### config.mk
export PLATFORM = sky130hd
export DESIGN_NAME = dpio_top
export DESIGN_NICKNAME = d
export VERILOG_FILES = /design/src/verilog/dpio_pkg.sv /design/src/verilog/dpio_port_slice.sv /design/src/verilog/dpio_sync.sv /design/src/verilog/dpio_top.sv
export SDC_FILE = /design/constraint.sdc
export NUM_CORES = 1
export LEC_CHECK = 0
export ABC_AREA = 1
export ABC_CLOCK_PERIOD_IN_PS = 2740
export BUFFER_PORTS_ARGS = -buffer_cell sky130_fd_sc_hd__buf_2
export CAP_MARGIN = 15
export CORE_MARGIN = 1.5
export CORE_UTILIZATION = 49
export DETAILED_ROUTE_END_ITERATION = 8
export PLACE_DENSITY = 0.73
export SLEW_MARGIN = 20
export SYNTH_ARGS = -nofsm -noshare
export SYNTH_HDL_FRONTEND = slang
export SYNTH_HIERARCHICAL = 1
export SYNTH_SLANG_ARGS = --single-unit
### constraint.sdc
create_clock -name sys_clk -period 2.74 [get_ports sys_clk]
set_clock_uncertainty 0.1 [all_clocks]
set_input_delay 0.411 -clock sys_clk [delete_from_list [all_inputs] [get_ports sys_clk]]
set_output_delay 0.411 -clock sys_clk [all_outputs]
set_load 0.01 [all_outputs]
### src/verilog/dpio_pkg.sv
// Purpose: Shared constants for the dual parallel I/O ports block.
// Assumes: Byte-wide register port, one system clock, synchronous reset.
// Notes: Register offsets are byte addresses on the register port.
//
// Notes on behaviour
// - Port A data register at 0x0000 holds one latch for each of eight pins and keeps its contents over reset.
// - A port A direction bit of 1 turns the pin driver on and a 0 turns it off.
// - Reset clears all eight port A direction bits so every port A pin starts as an input.
// - Reading port A data gives the latch for output pins and the sampled pin level for input pins.
// - Every data latch bit takes a write whatever its direction bit says.
// - A set key wake enable makes its port A pin an input with pull-up on and driver off, over the direction bit.
// - A key wake pin reads as the pin level only when its direction bit is 0, otherwise as the latch.
// - The pull-ups on port A pins 6 down to 1 are on only while the matching key wake enable bit is set.
// - Port B data register at 0x0001 has latches in bits 5 to 0, bits 7 and 6 absent, and keeps its contents over reset.
// - Port B direction register at 0x0005 has direction bits 5 to 0, clock out enable in bit 7, bit 6 reading 0, all cleared on reset.
// - Port A direction register at 0x0004 has eight read/write bits, one per port A pin.
// - Writing the latch of a pin whose direction bit is 0 changes only the latch, not the pin nor what it reads back.
// - Reading port B data gives the latch for output pins and the pin level for input pins.
// - With the clock out enable set, port B pin 0 carries the bus clock instead of its normal function.
package dpio_pkg;

  localparam int ADDR_W = 16;
  localparam int DATA_W = 8;
  localparam int PA_W = 8;
  localparam int PB_W = 6;
  localparam int KW_W = 6;
  localparam int KW_LO = 1;

  localparam logic [15:0] OFF_PA_LATCH = 16'h0000;
  localparam logic [15:0] OFF_PB_LATCH = 16'h0001;
  localparam logic [15:0] OFF_PA_DIR = 16'h0004;
  localparam logic [15:0] OFF_PB_DIR = 16'h0005;

  localparam int BIT_CLK_OUT_EN = 7;
  localparam int BIT_CLK_PIN = 0;

  localparam logic [7:0] RST_PA_DIR = 8'h00;
  localparam logic [5:0] RST_PB_DIR = 6'h00;
  localparam logic RST_CLK_OUT_EN = 1'b0;
  localparam logic [7:0] RST_RDATA = 8'h00;
  localparam logic [7:0] UNMAPPED_RDATA = 8'h00;

  typedef enum logic [4:0] {
    SEL_NONE = 5'b00001,
    SEL_PA_LATCH = 5'b00010,
    SEL_PB_LATCH = 5'b00100,
    SEL_PA_DIR = 5'b01000,
    SEL_PB_DIR = 5'b10000
  } dpio_sel_t;

endpackage

### src/verilog/dpio_port_slice.sv
// Purpose: Per-pin read selection and driver enable for one parallel port.
// Assumes: All inputs come from registers or synchronisers on sys_clk.
// Notes: Purely combinational; the caller registers what leaves the block.
`timescale 1ns/1ps
module dpio_port_slice #(
  parameter int W = 8
) (
  input wire logic [W-1:0] dir,
  input wire logic [W-1:0] latch,
  input wire logic [W-1:0] force_in,
  input wire logic [W-1:0] pin_level,
  output logic [W-1:0] read_val,
  output logic [W-1:0] drive_en
);

  generate
    if (W < 1 || W > 8) begin : g_bad_width
      $error("dpio_port_slice width must lie between one and eight");
    end
  endgenerate

  genvar i;
  generate
    for (i = 0; i < W; i++) begin : g_bit
      // The read follows the direction bit alone, even when the pin is forced to input.
      assign read_val[i] = dir[i] ? latch[i] : pin_level[i];
      assign drive_en[i] = dir[i] & ~force_in[i];
    end
  endgenerate

endmodule // dpio_port_slice

### src/verilog/dpio_sync.sv
// Purpose: Two-stage synchroniser for a bus of pin levels.
// Assumes: Inputs are asynchronous to sys_clk.
// Notes: Only the second stage is visible outside.
`timescale 1ns/1ps
module dpio_sync #(
  parameter int W = 8
) (
  input wire logic sys_clk,
  input wire logic srst,
  input wire logic [W-1:0] async_in,
  output logic [W-1:0] sync_out
);

  typedef struct packed {
    logic [W-1:0] stage1;
    logic [W-1:0] stage2;
  } dpio_sync_state_t;

  dpio_sync_state_t st_reg;
  dpio_sync_state_t st_next;

  generate
    if (W < 1) begin : g_bad_width
      $error("dpio_sync width must be at least one");
    end
  endgenerate

  always_comb begin
    st_next = st_reg;
    st_next.stage1 = async_in;
    st_next.stage2 = st_reg.stage1;
    if (srst) begin
      st_next = '0;
    end
  end

  always_ff @(posedge sys_clk) begin
    st_reg <= st_next;
  end

  assign sync_out = st_reg.stage2;

endmodule // dpio_sync

### src/verilog/dpio_top.sv
// Purpose: Two bidirectional parallel ports with latches and direction registers.
// Assumes: Register port and key wake enables are on sys_clk; pins are asynchronous.
// Notes: Pin driver outputs are registered, so they follow a register write one edge later.
`timescale 1ns/1ps
module dpio_top (
  input wire logic sys_clk,
  input wire logic srst,
  input wire logic [15:0] reg_addr,
  input wire logic [7:0] reg_wdata,
  input wire logic reg_wr,
  input wire logic reg_rd,
  output logic [7:0] reg_rdata,
  input wire logic [5:0] key_wake_enable,
  input wire logic [7:0] port_a_in,
  output logic [7:0] port_a_out,
  output logic [7:0] port_a_oe_n,
  output logic [5:0] key_wake_pullup_en,
  input wire logic [5:0] port_b_in,
  output logic [5:0] port_b_out,
  output logic [5:0] port_b_oe_n
);

  localparam int PA_W = dpio_pkg::PA_W;
  localparam int PB_W = dpio_pkg::PB_W;
  localparam int KW_W = dpio_pkg::KW_W;
  localparam int KW_LO = dpio_pkg::KW_LO;

  typedef struct packed {
    logic [7:0] port_a_latch;
    logic [7:0] port_a_direction;
    logic [5:0] port_b_latch;
    logic [5:0] port_b_direction;
    logic bus_clock_out_enable;
    logic bus_clock_phase;
    logic [7:0] rdata;
    logic [7:0] pa_out;
    logic [7:0] pa_oe_n;
    logic [5:0] pa_pull;
    logic [5:0] pb_out;
    logic [5:0] pb_oe_n;
  } dpio_state_t;

  dpio_state_t st_reg;
  dpio_state_t st_next;

  logic [7:0] pa_pin_sync;
  logic [5:0] pb_pin_sync;
  logic [7:0] pa_force;
  logic [5:0] pb_force;
  logic [7:0] pa_read;
  logic [5:0] pb_read;
  logic [7:0] pa_drive;
  logic [5:0] pb_drive;

  // Maps an address onto a one-hot register select; shared by the write and read paths.
  function automatic dpio_pkg::dpio_sel_t decode_addr(input logic [15:0] addr);
    dpio_pkg::dpio_sel_t sel;
    sel = dpio_pkg::SEL_NONE;
    if (addr == dpio_pkg::OFF_PA_LATCH) begin
      sel = dpio_pkg::SEL_PA_LATCH;
    end else if (addr == dpio_pkg::OFF_PB_LATCH) begin
      sel = dpio_pkg::SEL_PB_LATCH;
    end else if (addr == dpio_pkg::OFF_PA_DIR) begin
      sel = dpio_pkg::SEL_PA_DIR;
    end else if (addr == dpio_pkg::OFF_PB_DIR) begin
      sel = dpio_pkg::SEL_PB_DIR;
    end else begin
      sel = dpio_pkg::SEL_NONE;
    end
    return sel;
  endfunction

  dpio_sync #(
    .W(PA_W)
  ) u_sync_a (
    .sys_clk(sys_clk),
    .srst(srst),
    .async_in(port_a_in),
    .sync_out(pa_pin_sync)
  );

  dpio_sync #(
    .W(PB_W)
  ) u_sync_b (
    .sys_clk(sys_clk),
    .srst(srst),
    .async_in(port_b_in),
    .sync_out(pb_pin_sync)
  );

  // Key wake takes over pins 6 down to 1; pins 7 and 0 are never forced.
  always_comb begin
    pa_force = '0;
    pa_force[KW_LO +: KW_W] = key_wake_enable;
  end

  // Pin 0 of port B stops being an ordinary output while the bus clock drives it.
  always_comb begin
    pb_force = '0;
    pb_force[dpio_pkg::BIT_CLK_PIN] = st_reg.bus_clock_out_enable;
  end

  dpio_port_slice #(
    .W(PA_W)
  ) u_slice_a (
    .dir(st_reg.port_a_direction),
    .latch(st_reg.port_a_latch),
    .force_in(pa_force),
    .pin_level(pa_pin_sync),
    .read_val(pa_read),
    .drive_en(pa_drive)
  );

  dpio_port_slice #(
    .W(PB_W)
  ) u_slice_b (
    .dir(st_reg.port_b_direction),
    .latch(st_reg.port_b_latch),
    .force_in(pb_force),
    .pin_level(pb_pin_sync),
    .read_val(pb_read),
    .drive_en(pb_drive)
  );

  always_comb begin
    dpio_pkg::dpio_sel_t wsel;
    dpio_pkg::dpio_sel_t rsel;
    logic [7:0] rmux;
    wsel = dpio_pkg::SEL_NONE;
    rsel = dpio_pkg::SEL_NONE;
    rmux = dpio_pkg::UNMAPPED_RDATA;
    st_next = st_reg;

    // Register writes; a latch takes data whatever its direction bit.
    if (reg_wr) begin
      wsel = decode_addr(reg_addr);
    end
    case (wsel)
      dpio_pkg::SEL_PA_LATCH: begin
        st_next.port_a_latch = reg_wdata;
      end
      dpio_pkg::SEL_PB_LATCH: begin
        st_next.port_b_latch = reg_wdata[PB_W-1:0];
      end
      dpio_pkg::SEL_PA_DIR: begin
        st_next.port_a_direction = reg_wdata;
      end
      dpio_pkg::SEL_PB_DIR: begin
        st_next.port_b_direction = reg_wdata[PB_W-1:0];
        st_next.bus_clock_out_enable = reg_wdata[dpio_pkg::BIT_CLK_OUT_EN];
      end
      default: begin
        st_next.port_a_latch = st_reg.port_a_latch;
      end
    endcase

    // Register reads; data stand in the cycle after the strobe only.
    if (reg_rd) begin
      rsel = decode_addr(reg_addr);
    end
    case (rsel)
      dpio_pkg::SEL_PA_LATCH: begin
        rmux = pa_read;
      end
      dpio_pkg::SEL_PB_LATCH: begin
        rmux = {2'b00, pb_read};
      end
      dpio_pkg::SEL_PA_DIR: begin
        rmux = st_reg.port_a_direction;
      end
      dpio_pkg::SEL_PB_DIR: begin
        rmux = {st_reg.bus_clock_out_enable, 1'b0, st_reg.port_b_direction};
      end
      default: begin
        rmux = dpio_pkg::UNMAPPED_RDATA;
      end
    endcase
    st_next.rdata = rmux;

    // The bus clock image toggles every edge, giving half the system clock on the pin.
    st_next.bus_clock_phase = ~st_reg.bus_clock_phase;

    // Port A drivers: latch value while the direction bit is 1 and key wake is off.
    for (int i = 0; i < PA_W; i++) begin
      st_next.pa_out[i] = pa_drive[i] & st_reg.port_a_latch[i];
      st_next.pa_oe_n[i] = ~pa_drive[i];
    end
    st_next.pa_pull = key_wake_enable;

    // Port B drivers, with pin 0 given over to the bus clock when enabled.
    for (int i = 0; i < PB_W; i++) begin
      st_next.pb_out[i] = pb_drive[i] & st_reg.port_b_latch[i];
      st_next.pb_oe_n[i] = ~pb_drive[i];
    end
    if (st_reg.bus_clock_out_enable) begin
      st_next.pb_out[dpio_pkg::BIT_CLK_PIN] = st_reg.bus_clock_phase;
      st_next.pb_oe_n[dpio_pkg::BIT_CLK_PIN] = 1'b0;
    end

    // Reset clears control and outputs but leaves both data latches alone.
    if (srst) begin
      st_next.port_a_latch = st_reg.port_a_latch;
      st_next.port_b_latch = st_reg.port_b_latch;
      st_next.port_a_direction = dpio_pkg::RST_PA_DIR;
      st_next.port_b_direction = dpio_pkg::RST_PB_DIR;
      st_next.bus_clock_out_enable = dpio_pkg::RST_CLK_OUT_EN;
      st_next.bus_clock_phase = 1'b0;
      st_next.rdata = dpio_pkg::RST_RDATA;
      st_next.pa_out = '0;
      st_next.pa_oe_n = '1;
      st_next.pa_pull = '0;
      st_next.pb_out = '0;
      st_next.pb_oe_n = '1;
    end
  end

  always_ff @(posedge sys_clk) begin
    st_reg <= st_next;
  end

  assign reg_rdata = st_reg.rdata;
  assign port_a_out = st_reg.pa_out;
  assign port_a_oe_n = st_reg.pa_oe_n;
  assign key_wake_pullup_en = st_reg.pa_pull;
  assign port_b_out = st_reg.pb_out;
  assign port_b_oe_n = st_reg.pb_oe_n;

endmodule // dpio_top
-- Word-level counts from Yosys, hierarchy flattened
Cells that the tools add are included.
- output and inout port bits: 42
- register bits: 100
- input port bits: 48
- eq/ne operators: 11
- bitwise gates (word level): 44
- reduce and logical (&&, ||, !) cells: 3
- multiplexer cells: 23
- operator list (operator ; number):
    16-bit by 3-bit == test with 1-bit output, second input constant ; 2
    8-bit case mux with 4 select lines ; 1
    5-bit two-way mux ; 6
    1-bit NOT ; 23
    1-bit AND ; 21
    16-bit by 1-bit == test with 1-bit output, second input constant ; 1
    16-bit logical NOT ; 1
    1-bit two-way mux ; 16
    5-bit by 2-bit == test with 1-bit output, second input constant ; 2
    5-bit by 3-bit == test with 1-bit output, second input constant ; 2
    5-bit by 4-bit == test with 1-bit output, second input constant ; 2
    5-bit == test, second input constant ; 2
    2-bit AND reduction ; 2

-- Logic depth before layout (Yosys ltp)
- depth after elaboration: 8
- gate-level depth with buffers: 10

-- Modules after synthesis
Netlist, hierarchy kept.
- modules (own cells, without submodules) (module ; cells an instance ; seq. area each (um2) ; area each (um2) ; times used):
    dpio_top ; 317 ; 1581.5 ; 2824.0 ; 1
    dpio_sync at u_sync_a ; 58 ; 320.3 ; 534.3 ; 1
    dpio_sync at u_sync_b ; 43 ; 240.2 ; 386.6 ; 1
    dpio_port_slice at u_slice_a ; 40 ; 0.0 ; 150.1 ; 1
    dpio_port_slice at u_slice_b ; 30 ; 0.0 ; 112.6 ; 1

-- Worst setup path before layout
OpenSTA, ideal clock, no wires.
- kind: input -> register
- from: input port reg_addr[15]
- to: register st_reg[64] (netlist name), enable pin
- arrival time: 1500 ps
- path slack: 757 ps
- path buffers: 0
- data required time: 2257 ps
- stages: 5
- setup time: 383 ps
- cells stage by stage: nor2_1 nand2_1 nor2_4 nand2_1 nor3_1
- cells in the longest elaborated chain, start to end: 8
- ends and longest elaborated chain (what ; RTL line ; RTL):
    start, declared ; dpio_top.sv:8 ; input wire logic [15:0] reg_addr,
    16-bit by 3-bit == test with 1-bit output ; dpio_top.sv:65 ; end else if (addr == dpio_pkg::OFF_PB_DIR) begin
    5-bit two-way mux ; dpio_top.sv:65 ;
    5-bit two-way mux ; dpio_top.sv:63 ; end else if (addr == dpio_pkg::OFF_PA_DIR) begin
    5-bit two-way mux ; dpio_top.sv:61 ; end else if (addr == dpio_pkg::OFF_PB_LATCH) begin
    5-bit two-way mux (*) ; dpio_top.sv:59 ; if (addr == dpio_pkg::OFF_PA_LATCH) begin
    5-bit two-way mux (*) ; dpio_top.sv:135 ; if (reg_wr) begin
    5-bit by 2-bit == test with 1-bit output (*) ; dpio_top.sv:138 ; case (wsel)
    2-bit AND reduction (no line) (*) ; -- ;
    end signal, assigned ; dpio_top.sv:218 ; st_reg <= st_next;
    end, declared ; dpio_top.sv:43 ; dpio_state_t st_reg;
Mark *: on every way between the ends. The rest lies on a longest branch, timed or not.
A chain may end at the register's enable or synchronous reset.

==> impl_metrics.ini <==
[layout]
nets = 580
layout_commonest_cell = nand2_1
final_cell_mix = 110 x nand2_1, 89 x buf_2, 86 x dfxtp_1
n_antenna_cell = 0
final_cells = 639
drive_above_1_share_pct = 24.77
fin_util_pct = 55.95
syn_to_final_growth_pct = 8.992
largest_register_ff_count = 29
final_cell_area_mm2 = 0.004368

[synthesis]
synth_mux_area_share_pct = 0
synth_xor_xnor_area_share_pct = 0
yosysTopAreaCell = dfxtp_1
synth_ff_type = dfxtp_1
yosysWarnings = 6
ys_async_sr_fraction_pct = 0
synth-adder-area-share_pct = 0
synth_edf_count = 14
synth_top_area_share_pct = 42.96
synth-seq-cells = 100
synth_cell_types = 24
netlist_instances = 488
synth_area_per_cell_um2 = 8.212
synth_compound_gate_area_share_pct = 5.464
mappedNetlistArea_mm2 = 0.004008
yosysSeqAreaShare_pct = 53.45
synth_top_family_by_area = simple AND/OR/NAND/NOR gates
yosys.area_share.simple_pct = 22.07
synth.area.top_cells = dfxtp_1 43%, buf_4 10%, edfxtp_1 10%

[floorplan]
die_y_um = 93.44
core_mm2 = 0.007807
die_x_um = 93.44
start_util_pct = 51.33
die_area_mm2 = 0.008730
rows = 32
io_pins = 90

[setup_path]
startpoint_type = primary input
cp-end-kind = flop
max_stage_delay_ns = 0.57
crit_fanout = 19
path_class = in -> reg
crit_required_ns = 2.89
crit_chain = buf_2, clkinv_1, o21ai_0, nor3_1
cp_data_arrival_time_ns = 1.66
cpMaxStageDelayCell = clkinv_1

[timing]
fmax_ghz = 0.6626
tns_ns = 0
tightest_slew_ns = 0.5664
grt_setup_unrepaired = false
slew_violations = 0
fin_ws_ns = 1.231
period_needed_ns = 1.509
finalSetupViolations = 0
hold_viol = 0
min_period_over_period_pct = 55.08
maxSlewHeadroom_pct = 62.01

[global_route]
grt_usage_pct = 17.14
grt_antenna_before_repair = 0
grt_max_degree = 28
grt_overflow = 0
grt_pass1_vias = 2627
grt_first_pass_wirelength_um = 11430

[detailed_routing]
routed_wl_um = 6918
vias = 2741
first_pass_iters = 4
wl_per_cell_um = 10.83
final_antenna_net_count = 0
drc_errors = 0
drt_iter0_drc = 122
via_per_inst = 4.290

[cts]
clockBufferDepth = 2
cts_buffers = 9
cts-root-buf = clkbuf_8
cts_setup_buffers = 0
insertion_delay_ns = 0.36
cts_tree = yes
clk_pin_slew_ns = 0.09
clock_sinks = 100
cts_hold_buf = 0
cts_resized = 0
htreeDepth = 3

[hold_path]
hold_class = in -> reg

[pwr]
p_sw_mw = 0.5435
pwr-share-seq_pct = 58.0
switching_share_pct = 20.78
internal_power_mw = 2.072
p_per_area_mw_per_mm2 = 598.8
p_leak_nw = 1.956
p_comb_share_pct = 4.3
peakVddDrop_uv = 372.1
clkPwrFrac_pct = 37.8

[job]
cap_violations = 0

[place]
place.gp.congestion = 0.7866
place_area_mm2 = 0.004141
dp_hpwl_um = 5052
dp_cells = 623
post-place-ws_ns = 0.8340
portBuffers = 89

[status]
status = finished clean
==> stage by stage <==
| stage | power, mW | hold slack (ns) |
|---|---|---|
| 4_1_cts | 2.644 | 0.1327 |
| 2_1_floorplan | 1.626 | 0.2883 |
| 5_1_grt | 2.722 | 0.1367 |
| 3_5_place_dp | 1.664 | 0.2916 |
| 6_report | 2.616 | 0.1406 |
| 3_3_place_gp | 1.660 | 0.2912 |
==> cells by family (layout without fill, tap and decap cells) <==
| group | Yosys count | after routing |
|---|---|---|
| simple gates | 217 | 217 |
| flops | 100 | 100 |
| buf+inv | 137 | 180 |
| other cells | 1 | 7 |
| compound gates | 33 | 33 |
==> area by class of cell <==
| cell class | count | area [um2] |
|---|---|---|
| Fill cell | 739 | 3440 |
| Sequential cell | 100 | 2142 |
| Multi-Input combinational cell | 257 | 1130 |
| Timing Repair Buffer | 93 | 475.5 |
| Inverter | 71 | 266.5 |
| Clock buffer | 14 | 216.5 |
| Tap cell | 102 | 127.6 |
| Clock inverter | 2 | 10.01 |
==> layer usage <==
| layer | global-route usage [%] | vias to the layer above | share of wire, % |
|---|---|---|---|
| li1 | - | 1482 | - |
| met1 | 20.56 | 1155 | 44 |
| met2 | 28.68 | 97 | 47 |
| met3 | 3.659 | 7 | 7.0 |
| met4 | 8.965 | 0 | 1.4 |
| met5 | 0 | - | 0 |
==> worst max-delay path, delay by kind of cell <==
family,cells,cell delay [ns]
buf+inv,2,0.88
simple gates,1,0.07
compound gates,1,0.30
==> synthesized netlist by cell type, drive strengths merged (2+ instances only) <==
cell	n
inv	70
nor3	4
nor2	96
nand3	2
a211oi	6
a31oi	5
dfxtp	86
o21ai	11
edfxtp	14
a21oi	10
buf	60
clkbuf	6
nand2	114
==> power by group through the flow <==
stage	clock network [mW]	logic, mW	registers [mW]
6_report	0.988	0.112	1.52
5_1_grt	1.07	0.129	1.52
4_1_cts	1.01	0.113	1.52
3_5_place_dp	0	0.113	1.55
3_3_place_gp	0	0.110	1.55
2_1_floorplan	0	0.0778	1.55
==> worst paths after layout <==
path                       startpoint                    to  slack (ns)  cells after the start
setup / recovery                 srst         port_b_out[0]        1.23                      4
hold / removal           port_a_in[4]   u_sync_a/st_reg[12]        0.14                      3
setup reg to reg           st_reg[48]          reg_rdata[4]        1.65                      7
hold reg to reg   u_sync_a/st_reg[12]  u_sync_a/sync_out[4]        0.30                      2
No activity file was read; power rests on OpenSTA's default activity.
